## src/dps_pkg.sv

```systemverilog
// package of pin timing constants and request encodings for the dual-port ram host
package dps_pkg;
   localparam int unsigned CLK_PERIOD_NS  = 10;
   localparam int unsigned ADDR_W         = 19;
   localparam int unsigned DATA_W         = 18;
   // =====================================================
   // timing figures in ns, slowest speed grade
   localparam int unsigned T_WC_NS        = 15;
   localparam int unsigned T_EW_NS        = 12;
   localparam int unsigned T_WP_NS        = 12;
   localparam int unsigned T_WZ_NS        = 8;
   localparam int unsigned T_DW_NS        = 10;
   localparam int unsigned T_RC_NS        = 15;
   localparam int unsigned T_ACC_NS       = 15;
   localparam int unsigned T_BDD_NS       = 15;
   localparam int unsigned T_HZ_NS        = 8;
   localparam int unsigned T_SWRD_NS      = 5;
   // =====================================================
   // derived cycle counts, minimums rounded up
   localparam int unsigned WC_CYC   = (T_WC_NS + CLK_PERIOD_NS - 1) / CLK_PERIOD_NS;
   localparam int unsigned WP_PLAIN = (T_WP_NS + CLK_PERIOD_NS - 1) / CLK_PERIOD_NS;
   localparam int unsigned WP_OE    = (T_WZ_NS + T_DW_NS + CLK_PERIOD_NS - 1) / CLK_PERIOD_NS;
   localparam int unsigned WP_CYC_OE = (WP_OE > WP_PLAIN) ? WP_OE : WP_PLAIN;
   localparam int unsigned RD_CYC   = (T_ACC_NS + CLK_PERIOD_NS - 1) / CLK_PERIOD_NS + 1;
   localparam int unsigned RD_BDD_CYC = (T_ACC_NS + T_BDD_NS + CLK_PERIOD_NS - 1) / CLK_PERIOD_NS + 1;
   localparam int unsigned HZ_CYC   = (T_HZ_NS + CLK_PERIOD_NS - 1) / CLK_PERIOD_NS;
   localparam int unsigned SWRD_CYC = (T_SWRD_NS + CLK_PERIOD_NS - 1) / CLK_PERIOD_NS;
   localparam int unsigned CNT_W    = 4;
   // =====================================================
   // request kinds
   localparam logic [1:0] OP_READ      = 2'h0;
   localparam logic [1:0] OP_WRITE     = 2'h1;
   localparam logic [1:0] OP_SEMAPHORE_READ  = 2'h2;
   localparam logic [1:0] OP_SEMAPHORE_WRITE = 2'h3;
   typedef enum logic [2:0] {
      DPS_IDLE, DPS_SETUP, DPS_STROBE, DPS_RECOVER, DPS_READ, DPS_RELEASE
   } dps_state_t;
endpackage : dps_pkg

```

## src/dps_sync.sv

```systemverilog
// two-flop synchroniser for the data pins coming back from the ram
`timescale 1ns/1ps
`default_nettype none
module dps_sync
   import dps_pkg::*;
#(
   parameter int unsigned W = 18
) (
   input  wire logic         clk,
   input  wire logic         rstn,
   input  wire logic [W-1:0] d,
   output logic      [W-1:0] q
);
   logic [W-1:0] s1_r;
   logic [W-1:0] s2_r;
   logic [W-1:0] s1_nxt;
   always_comb begin
      s1_nxt = d;
   end
   always_ff @(posedge clk or negedge rstn) begin
      if (!rstn) begin
         s1_r <= '0;
         s2_r <= '0;
      end else begin
         s1_r <= s1_nxt;
         s2_r <= s1_r;
      end
   end
   assign q = s2_r;
endmodule // dps_sync
`default_nettype wire

```

## src/dps_host.sv

```systemverilog
// host controller driving one port of an asynchronous dual-port static ram
// What this block does
// [RULE1] read data follows last asserted enable
// [RULE2] read data released on first deasserted enable
// [RULE3] sample read data after longest access delay
// [RULE4] conflict-release wait only when flagged by user
// [RULE5] conflict flag ignored for semaphore reads
// [RULE6] array uses chip select, semaphore uses semaphore select
// [RULE7] address changes only with strobe inactive, except in address-terminated writes
// [RULE8] array written during select, strobe, byte overlap
// [RULE9] last active control begins the write
// [RULE10] first inactive control ends the write
// [RULE11] data held past strobe deassertion
// [RULE12] selects asserted in the same cycle as the strobe keep outputs off
// [RULE13] longer strobe pulse while output enable on
// [RULE14] address-terminated writes keep controls active
// [RULE15] address change ends each streamed write
// [RULE16] each streamed address held one write cycle
// [RULE17] data pins stay input during streaming
// [RULE18] no setup or recovery between streamed writes
// [RULE19] streaming works with output enable off
// [RULE20] streamed writes repeat without limit
// [RULE21] chip select off through semaphore write/read
// [RULE22] semaphore read returns one value on all bits
// [RULE23] semaphore contention grants one port only
// [RULE24] combined select needs low and high select
// [RULE25] mode input picks strobe or address-terminated writes
`timescale 1ns/1ps
`default_nettype none
module dps_host
   import dps_pkg::*;
(
   input  wire logic              clk,
   input  wire logic              rstn,
   // user side
   input  wire logic              req_valid,
   output logic                   req_ready,
   input  wire logic [1:0]        req_op,
   input  wire logic [ADDR_W-1:0] req_addr,
   input  wire logic [DATA_W-1:0] req_wdata,
   input  wire logic [1:0]        req_bytes,
   input  wire logic              req_conflict,
   input  wire logic              addr_term_mode,
   input  wire logic              oe_during_write,
   output logic                   rsp_valid,
   output logic [DATA_W-1:0]      rsp_rdata,
   output logic                   rsp_semaphore_state,
   // ram pins
   output logic [ADDR_W-1:0]      addr,
   output logic                   chip_select_active_low,
   output logic                   chip_select_active_high,
   output logic                   semaphore_select_n,
   output logic                   write_strobe_n,
   output logic                   output_enable_n,
   output logic                   upper_byte_select_n,
   output logic                   lower_byte_select_n,
   input  wire logic [DATA_W-1:0] data_in,
   output logic [DATA_W-1:0]      data_out,
   output logic                   data_oe
);
   // =====================================================
   // state
   dps_state_t        st_r, st_nxt;
   logic [CNT_W-1:0]  cnt_r, cnt_nxt;
   logic [1:0]        op_r, op_nxt;
   logic              stream_r, stream_nxt;
   logic [ADDR_W-1:0] addr_r, addr_nxt;
   logic [DATA_W-1:0] wd_r, wd_nxt;
   logic [1:0]        be_r, be_nxt;
   logic              cs_r, cs_nxt;
   logic              ssel_r, ssel_nxt;
   logic              we_r, we_nxt;
   logic              oe_r, oe_nxt;
   logic              doe_r, doe_nxt;
   logic              oew_r, oew_nxt;
   logic              rv_r, rv_nxt;
   logic [DATA_W-1:0] rd_r, rd_nxt;
   logic [DATA_W-1:0] din_s;
   logic              take;
   logic              is_semaphore;
   logic              is_wr;

   dps_sync #(.W(DATA_W)) u_sync (
      .clk  (clk),
      .rstn (rstn),
      .d    (data_in),
      .q    (din_s)
   );

   assign is_semaphore = req_op[1];
   assign is_wr        = req_op[0];
   // streaming only accepts another array write at the ready cycle;
   // any other request waits for idle so that nothing is lost
   assign req_ready = (st_r == DPS_IDLE) ||
                      (st_r == DPS_STROBE && stream_r && cnt_r == '0 && req_op == OP_WRITE); // RULE14 RULE20
   assign take      = req_valid && req_ready;

   // =====================================================
   // next-state logic
   always_comb begin
      st_nxt     = st_r;
      cnt_nxt    = cnt_r;
      op_nxt     = op_r;
      stream_nxt = stream_r;
      addr_nxt   = addr_r;
      wd_nxt     = wd_r;
      be_nxt     = be_r;
      cs_nxt     = cs_r;
      ssel_nxt   = ssel_r;
      we_nxt     = we_r;
      oe_nxt     = oe_r;
      doe_nxt    = doe_r;
      oew_nxt    = oew_r;
      rv_nxt     = 1'b0;
      rd_nxt     = rd_r;
      if (cnt_r != '0) cnt_nxt = cnt_r - 1'b1;
      case (st_r)
         DPS_IDLE: begin
            if (take) begin
               // address set while strobe and selects are off
               op_nxt   = req_op;
               addr_nxt = req_addr; // RULE7
               wd_nxt   = req_wdata;
               be_nxt   = is_semaphore ? 2'h3 : req_bytes;
               oew_nxt  = oe_during_write;
               stream_nxt = addr_term_mode && !is_semaphore && is_wr; // RULE25
               st_nxt   = DPS_SETUP;
            end
         end
         DPS_SETUP: begin
            // select asserted in the same cycle as the strobe so ram outputs stay off
            cs_nxt   = !op_r[1]; // RULE6 RULE24
            ssel_nxt = op_r[1];  // RULE6 RULE21
            if (op_r[0]) begin
               we_nxt  = 1'b1; // RULE9 RULE12
               oe_nxt  = oew_r;
               doe_nxt = 1'b1;
               cnt_nxt = CNT_W'(((oew_r ? WP_CYC_OE : WP_PLAIN) > WC_CYC ?
                         (oew_r ? WP_CYC_OE : WP_PLAIN) : WC_CYC) - 1); // RULE13 RULE16
               st_nxt  = DPS_STROBE;
            end else begin
               oe_nxt  = 1'b1; // RULE1
               cnt_nxt = CNT_W'((op_r[1] ? RD_CYC + SWRD_CYC :
                         (req_conflict ? RD_BDD_CYC : RD_CYC)) - 1); // RULE3 RULE4 RULE5
               st_nxt  = DPS_READ;
            end
         end
         DPS_STROBE: begin
            if (cnt_r == '0) begin
               if (stream_r && take && req_op == OP_WRITE) begin
                  // address change ends this write; controls stay active
                  addr_nxt = req_addr; // RULE15 RULE17 RULE18 RULE19
                  wd_nxt   = req_wdata; // RULE16
                  be_nxt   = req_bytes;
                  cnt_nxt  = CNT_W'(WC_CYC - 1);
               end else begin
                  // output enable drops with the strobe: the ram must not drive into held data
                  we_nxt  = 1'b0; // RULE10 RULE8
                  oe_nxt  = 1'b0; // RULE11
                  cnt_nxt = CNT_W'(1);
                  st_nxt  = DPS_RECOVER;
               end
            end
         end
         DPS_RECOVER: begin
            // data held two cycles past strobe release
            if (cnt_r == CNT_W'(1)) begin
               cs_nxt   = 1'b0; // RULE11
               ssel_nxt = 1'b0;
               oe_nxt   = 1'b0;
               be_nxt   = 2'h0;
            end
            if (cnt_r == '0) begin
               doe_nxt = 1'b0;
               stream_nxt = 1'b0;
               st_nxt = DPS_IDLE;
            end
         end
         DPS_READ: begin
            if (cnt_r == '0) begin
               // semaphore value mirrored on every bit
               rd_nxt = din_s; // RULE22 RULE23
               rv_nxt = 1'b1;
               oe_nxt   = 1'b0; // RULE2
               cs_nxt   = 1'b0;
               ssel_nxt = 1'b0;
               be_nxt   = 2'h0;
               cnt_nxt = CNT_W'(HZ_CYC);
               st_nxt = DPS_RELEASE;
            end
         end
         DPS_RELEASE: begin
            if (cnt_r == '0) st_nxt = DPS_IDLE;
         end
         default: st_nxt = DPS_IDLE;
      endcase
   end

   always_ff @(posedge clk or negedge rstn) begin
      if (!rstn) begin
         st_r     <= DPS_IDLE;
         cnt_r    <= '0;
         op_r     <= OP_READ;
         stream_r <= 1'b0;
         addr_r   <= '0;
         wd_r     <= '0;
         be_r     <= 2'h0;
         cs_r     <= 1'b0;
         ssel_r   <= 1'b0;
         we_r     <= 1'b0;
         oe_r     <= 1'b0;
         doe_r    <= 1'b0;
         oew_r    <= 1'b0;
         rv_r     <= 1'b0;
         rd_r     <= '0;
      end else begin
         st_r     <= st_nxt;
         cnt_r    <= cnt_nxt;
         op_r     <= op_nxt;
         stream_r <= stream_nxt;
         addr_r   <= addr_nxt;
         wd_r     <= wd_nxt;
         be_r     <= be_nxt;
         cs_r     <= cs_nxt;
         ssel_r   <= ssel_nxt;
         we_r     <= we_nxt;
         oe_r     <= oe_nxt;
         doe_r    <= doe_nxt;
         oew_r    <= oew_nxt;
         rv_r     <= rv_nxt;
         rd_r     <= rd_nxt;
      end
   end

   // =====================================================
   // pin drive
   assign addr                    = addr_r;
   assign chip_select_active_low  = !cs_r;
   assign chip_select_active_high = cs_r;
   assign semaphore_select_n      = !ssel_r;
   assign write_strobe_n          = !we_r;
   assign output_enable_n         = !oe_r;
   assign upper_byte_select_n     = !be_r[1];
   assign lower_byte_select_n     = !be_r[0];
   assign data_out                = wd_r;
   assign data_oe                 = doe_r;
   assign rsp_valid               = rv_r;
   assign rsp_rdata               = rd_r;
   assign rsp_semaphore_state     = rd_r[0];
endmodule // dps_host
`default_nettype wire

```

## config.mk

```make
export PLATFORM = sky130hd
export DESIGN_NAME = dps_host
export DESIGN_NICKNAME = d
export VERILOG_FILES = /design/src/dps_pkg.sv /design/src/dps_sync.sv /design/src/dps_host.sv
export SDC_FILE = /design/constraint.sdc
export NUM_CORES = 1
export LEC_CHECK = 0
export BUFFER_PORTS_ARGS = -buffer_cell sky130_fd_sc_hd__buf_2
export CAP_MARGIN = 20
export CORE_ASPECT_RATIO = 2
export CORE_UTILIZATION = 40
export DETAILED_ROUTE_END_ITERATION = 8
export PLACE_DENSITY_LB_ADDON = 0.1
export REMOVE_ABC_BUFFERS = 1
export SYNTH_ARGS = -nofsm -noshare
export SYNTH_HDL_FRONTEND = slang
export SYNTH_SLANG_ARGS = --single-unit
```

## constraint.sdc

```tcl
create_clock -name clk -period 2.35 [get_ports clk]
set_clock_uncertainty 0.2 [all_clocks]
set_input_delay 0.5875 -clock clk [delete_from_list [all_inputs] [get_ports clk]]
set_output_delay 0.5875 -clock clk [all_outputs]
set_load 0.005 [all_outputs]
```

== Word level (Yosys, flattened, before mapping) ==
Cells that the tools add are included.

* Bits in registers: 110
* Bits in latches: 0
* Bits in writable memories: 0
* ROM bits: 0
* Memories: 0

* Add/subtract/negate cells: 2
* Multipliers: 0
* Div/mod/pow operators: 0
* Magnitude comparators: 0
* Eq/ne operators: 16
* Shifts and indexed selects: 0
* Muxes and demuxes: 43
* Bitwise operators: 0
* Reduce and logical (&&, ||, !) cells: 39

{| class="wikitable"
|+ Operators by type and width
! cell !! count
|-
| 19-bit 2-to-1 mux || 3
|-
| 18-bit 2-to-1 mux || 3
|-
| 19-bit one-hot mux with 2 select lines || 1
|-
| 18-bit one-hot mux with 2 select lines || 1
|-
| 3-bit 2-to-1 mux || 8
|-
| 3-bit one-hot mux with 5 select lines || 1
|-
| 2-bit 2-to-1 mux || 6
|-
| 4-bit 2-to-1 mux || 3
|-
| 2-bit != test, second input constant || 6
|-
| 4-bit nonzero test || 3
|-
| 5-bit AND reduction || 2
|-
| 1-bit 2-to-1 mux || 9
|-
| 3-bit AND reduction || 3
|-
| 1-bit logical AND || 8
|-
| 1-bit zero test || 8
|-
| 2-bit one-hot mux with 4 select lines || 1
|-
| 4-bit one-hot mux with 2 select lines || 1
|-
| 4-bit AND reduction || 2
|-
| 2-bit nonzero test || 4
|-
| 3-bit by 2-bit equality test with 1-bit output, second input constant || 2
|-
| 3-bit equality test, second input constant || 2
|-
| 2-bit by 1-bit != test with 1-bit output, second input constant || 3
|-
| 1-bit one-hot mux with 2 select lines || 3
|-
| 1-bit one-hot mux with 3 select lines || 2
|-
| 13 further kinds || 15
|}

== Longest topological paths before layout ==
* Depth in word-level cells: 11
* Gate-level depth with buffers: 10
* Mapped depth without buffers: 9

== Hierarchy ==
From an unflattened synthesis, not the netlist that was laid out.

* Cell total of the unflattened synthesis: 283
* Area total of the unflattened synthesis: 4241.6 sq um

{| class="wikitable"
|+ By module, submodules not included
! module !! instances !! cells an instance !! area each (sq um)
|-
| dps_host || 1 || 247 || 3340.7
|-
| dps_sync || 1 || 36 || 900.9
|}

== Least setup slack after synthesis ==
OpenSTA, ideal clock, no wires.

* Path type: reg2reg
* From: reg cnt_r[0]
* To: reg be_r[0]
* Setup time: 0.122 ns
* Data arrival time: 1.856 ns
* Slack: 0.171 ns
* Stages on the path, launching flop included: 11
* Path buffers: 2
* Period minus slack after synthesis: 2.179 ns
* Cells stage by stage: dfrtp_1 -> inv_1 -> ha_1 -> nor3b_4 -> inv_4 -> or3_1 -> buf_6 -> inv_2 -> buf_6 -> o22ai_2 -> o2bb2ai_1

* Word-level cells in the longest chain between the ends: 9
* Elaborated cells between the ends (all ways): 14
* Classes of those cells: eq/ne (6); reduce/logical (8)

{| class="wikitable"
|+ Ends and longest elaborated chain
! element !! line !! RTL
|-
| from (decl) || dps_host.sv:64 || <nowiki>logic [CNT_W-1:0] cnt_r, cnt_nxt;</nowiki>
|-
| from (signal assigned) || dps_host.sv:218 || <nowiki>cnt_r <= cnt_nxt;</nowiki>
|-
| 4-bit zero test || dps_host.sv:95, dps_host.sv:149, dps_host.sv:180 ||
|-
| 1-bit logical AND (2 in a row) || dps_host.sv:95 || <nowiki>(st_r == DPS_STROBE && stream_r && cnt_r == '0 && req_op == OP_WRITE);</nowiki>
|-
| 1-bit logical OR || dps_host.sv:94 || <nowiki>assign req_ready = (st_r == DPS_IDLE) ||</nowiki>
|-
| 1-bit logical AND || dps_host.sv:96 || <nowiki>assign take = req_valid && req_ready;</nowiki>
|-
| 1-bit logical AND (2 in a row) || dps_host.sv:150 || <nowiki>if (stream_r && take && req_op == OP_WRITE) begin</nowiki>
|-
| 2-bit by 1-bit != test with 1-bit output (no source line) || n/a ||
|-
| 6-bit AND reduction (no source line) (*) || n/a ||
|-
| to (signal assigned) || dps_host.sv:223 || <nowiki>be_r <= be_nxt;</nowiki>
|-
| to (decl) || dps_host.sv:69 || <nowiki>logic [1:0] be_r, be_nxt;</nowiki>
|}

Every way passes the cells marked *; elsewhere a longest branch is shown, timed or not.
A chain may end at the register's enable or synchronous reset.

== Worst setup path after layout ==
* From: reg cnt_r[1]
* To: out req_ready

* Word-level cells in the longest chain between the ends: 4

{| class="wikitable"
|+ Ends and longest elaborated chain
! element !! line !! RTL
|-
| 4-bit zero test || dps_host.sv:95 ||
|-
| 1-bit logical AND (2 in a row) || dps_host.sv:95 ||
|-
| 1-bit logical OR || dps_host.sv:94 ||
|-
| to (decl) || dps_host.sv:37 || <nowiki>output logic req_ready,</nowiki>
|}

No other way between the ends.

==> flow_summary_export.csv <==
group,metric,value,unit
critical_path,start_kind,"flip-flop",
sta,whs,28.55,ps
sta,rsz0062_at_grt,"yes",
layout,area_delta_synth_final,29.16,%
pwr,total_power,6.976,mW
synth,synth.distinct_cells,43,
sta,period_share,101.4,%
run_status,violations,"negative setup slack",
cts,cts_tree,"built",
synth,syn_avg_cell_area,13.12,um^2
floorplan,die_w,73.88,um
placed_design,dp.final_hpwl,6.530,mm
sta,setup_slack,-33.21,ps
layout,final_common_cell,"buf_2",
pwr,ir_drop,0.0006539,V
global_route,grt_pass1_vias,2936,
critical_path,arrival,1600,ps
pwr,total_leakage_power,2.665,nW
critical_path,cp_top_family,"flip-flops",
sta,worst_slew_pin_slew,726.6,ps
critical_path,r2r_end,"ssel_r$_DFFE_PN0P_",
cts,clock_sinks,110,
cts,cts_hold_buf,0,
cts,clock_path_buffers,2,
floorplan,dieArea,10770,um^2
drt,drtIter0Drc,125,
sta,fmax,419.6,MHz
layout,final_net_count,526,
layout,mostFrequentLayoutCells,"buf_2 (129), dfrtp_1 (110), nand2_1 (62)",
hold_path,min_path_type,"in2async",
drt,vias,2816,
drt,wl_per_cell,15.30,um
sta,slew_viol_final,0,
sta,relSlewSlack,51.45,%
cts,clock_latency,340,ps
synth,ys_seq_elements,110,
placed_design,placed_area,4950,um^2
critical_path,crit_fanout,3,
pwr,p_per_area,1307,nW/um^2
cts,cts_buffers,9,
critical_path,reg2reg_depth,8,
drt,drtAntennaViolNets,0,
global_route,antenna_found_initial,0,
critical_path,critPathRequiredTime,1560,ps
critical_path,worst-path-buf-inv,3,
layout,diodes,0,
sta,setup_violations,1,
synth,synth_ff_type,"dfrtp_1",
flow_run,max-cap-violations,0,
global_route,grt_overflow,0,
cts,cts-root-buf,"clkbuf_16",
floorplan,initial_core_util,40.98,%
critical_path,r2r-start,"cnt_r[1]$_DFF_PN0_",
drt,wl,9.152,mm
cts,h-tree-depth,3,
layout,final_util,52.93,%
drt,drc,0,
synth,synth_edf_count,0,
drt,dr.pass1.iters,4,
synth,syn-instance-count,315,
synth,synth_area,4133,um^2
global_route,grt_max_degree,61,
layout,final_cells,598,
placed_design,placed_cells,574,
synth,ys_async_sr_fraction,100.0,%
floorplan,placementRows,52,
placed_design,place.gp.congestion,0.8619,
drt,via_per_inst,4.709,
floorplan,ios,131,
critical_path,worstPathCellList,"inv_2 -> ha_4 -> nor3b_4 -> inv_4 -> o21ai_2 -> and2_1 -> buf_2",
global_route,grt_pass1_wl,14.57,mm
critical_path,critPathKind,"reg2out",
critical_path,cp.depth,7,
global_route,grt_usage,18.32,%
critical_path,r2r_setup_slack,30,ps
critical_path,critPathMaxStageDelay,390,ps
placed_design,io_buffers,130,
sta,final_hold_viol_count,0,
run_status,status,"complete, but fails checks",
layout,stdcell_area,5338,um^2
critical_path,critPathCaptureType,"primary output",
synth,ys_seq_area_share,66.61,%
synth,synth_warnings,0,
cts,clk_pin_slew,80,ps
critical_path,slowest_stage,"dfrtp_1",
floorplan,die_h,145.8,um
sta,period_minus_slack,2383,ps
floorplan,core,10080,um^2
layout,drive_above_1_share,45.79,%
-- state kept, by name, summed over array words and instances, names as in the netlist, 2 cells and up --
signal / cells
rsp_rdata: 18
data_out: 18
cnt_r: 4
be_r: 2
st_r: 3
addr: 19
u_sync.q: 18
op_r: 2
u_sync.s1_r: 18
-- cells by family after synthesis --
logic type	after synthesis	share of synthesized area [%]
AOI/OAI and AO/OA	38	6.328
xor gates and xnor gates	2	0.4239
adders and majority gates	3	0.9084
buffers and inverters	27	3.512
DFF	110	66.61
muxes	40	11.63
and+or+nand+nor	95	10.60
-- layer usage --
| layer | GRT usage (%) | up-vias | share of wire, % |
|---|---|---|---|
| met3 | 3.463 | 19 | 3.7 |
| met4 | 9.615 | 0 | 3.2 |
| met5 | 0 | - | 0 |
| met1 | 19.42 | 1368 | 38 |
| li1 | - | 1338 | - |
| met2 | 32.89 | 91 | 55 |
-- layout make-up --
type	count	area [um^2]
Sequential cell	110	2753
Timing Repair Buffer	147	805.8
Tap cell	135	168.9
Fill cell	892	4747
Multi-Input combinational cell	178	1247
Clock inverter	7	90.09
Inverter	12	47.55
Clock buffer	9	225.2
-- where the power goes --
part	leakage (nW)	internal, mW	switching, mW	total, mW
sequential	1.31	2.53	0.408	2.94
clock	0.147	0.851	0.722	1.57
combinational	1.21	1.32	1.14	2.46
total	2.66	4.70	2.27	6.98
-- cell usage after synthesis, types with 3 or more instances --
cell type	number	area, um^2
mux2_4	8	120.1
a22o_1	3	26.28
nand2b_1	6	37.54
buf_6	4	45.04
mux2_2	32	360.4
nand3b_1	4	30.03
a21oi_1	9	45.04
buf_2	3	15.01
clkbuf_1	5	18.77
nor2b_1	3	18.77
nor3_1	4	20.02
inv_1	10	37.54
ha_1	3	37.54
nor2_1	7	26.28
o21ai_0	8	40.04
dfrtp_1	110	2753
nand2_1	62	232.7
-- repair_timing --
item	in CTS	in global routing
buffers inserted	6	2
endpoints found under the setup margin	1	2
pin swaps	2	0
gates resized for setup	4	0
-- per-stage QoR --
stage               TNS, ps  setup WS [ps]
finish               -33.21         -33.21
global route         -118.1         -118.1
CTS                  -24.80         -24.80
floorplan             -9844         -270.9
global placement          0          229.0
detailed placement        0          170.2
-- worst max-delay path by stage --
stage                  startpoint                   end  slack, ps
2_1_floorplan  cnt_r[0]$_DFF_PN0_  addr[10]$_DFFE_PN0P_       -270
3_3_place_gp   cnt_r[0]$_DFF_PN0_             req_ready        230
3_5_place_dp   cnt_r[0]$_DFF_PN0_             req_ready        170
4_1_cts        cnt_r[1]$_DFF_PN0_             req_ready        -20
5_1_grt        cnt_r[1]$_DFF_PN0_             req_ready       -120
6_report       cnt_r[1]$_DFF_PN0_             req_ready        -30
No activity file was read; power rests on OpenSTA's default activity.
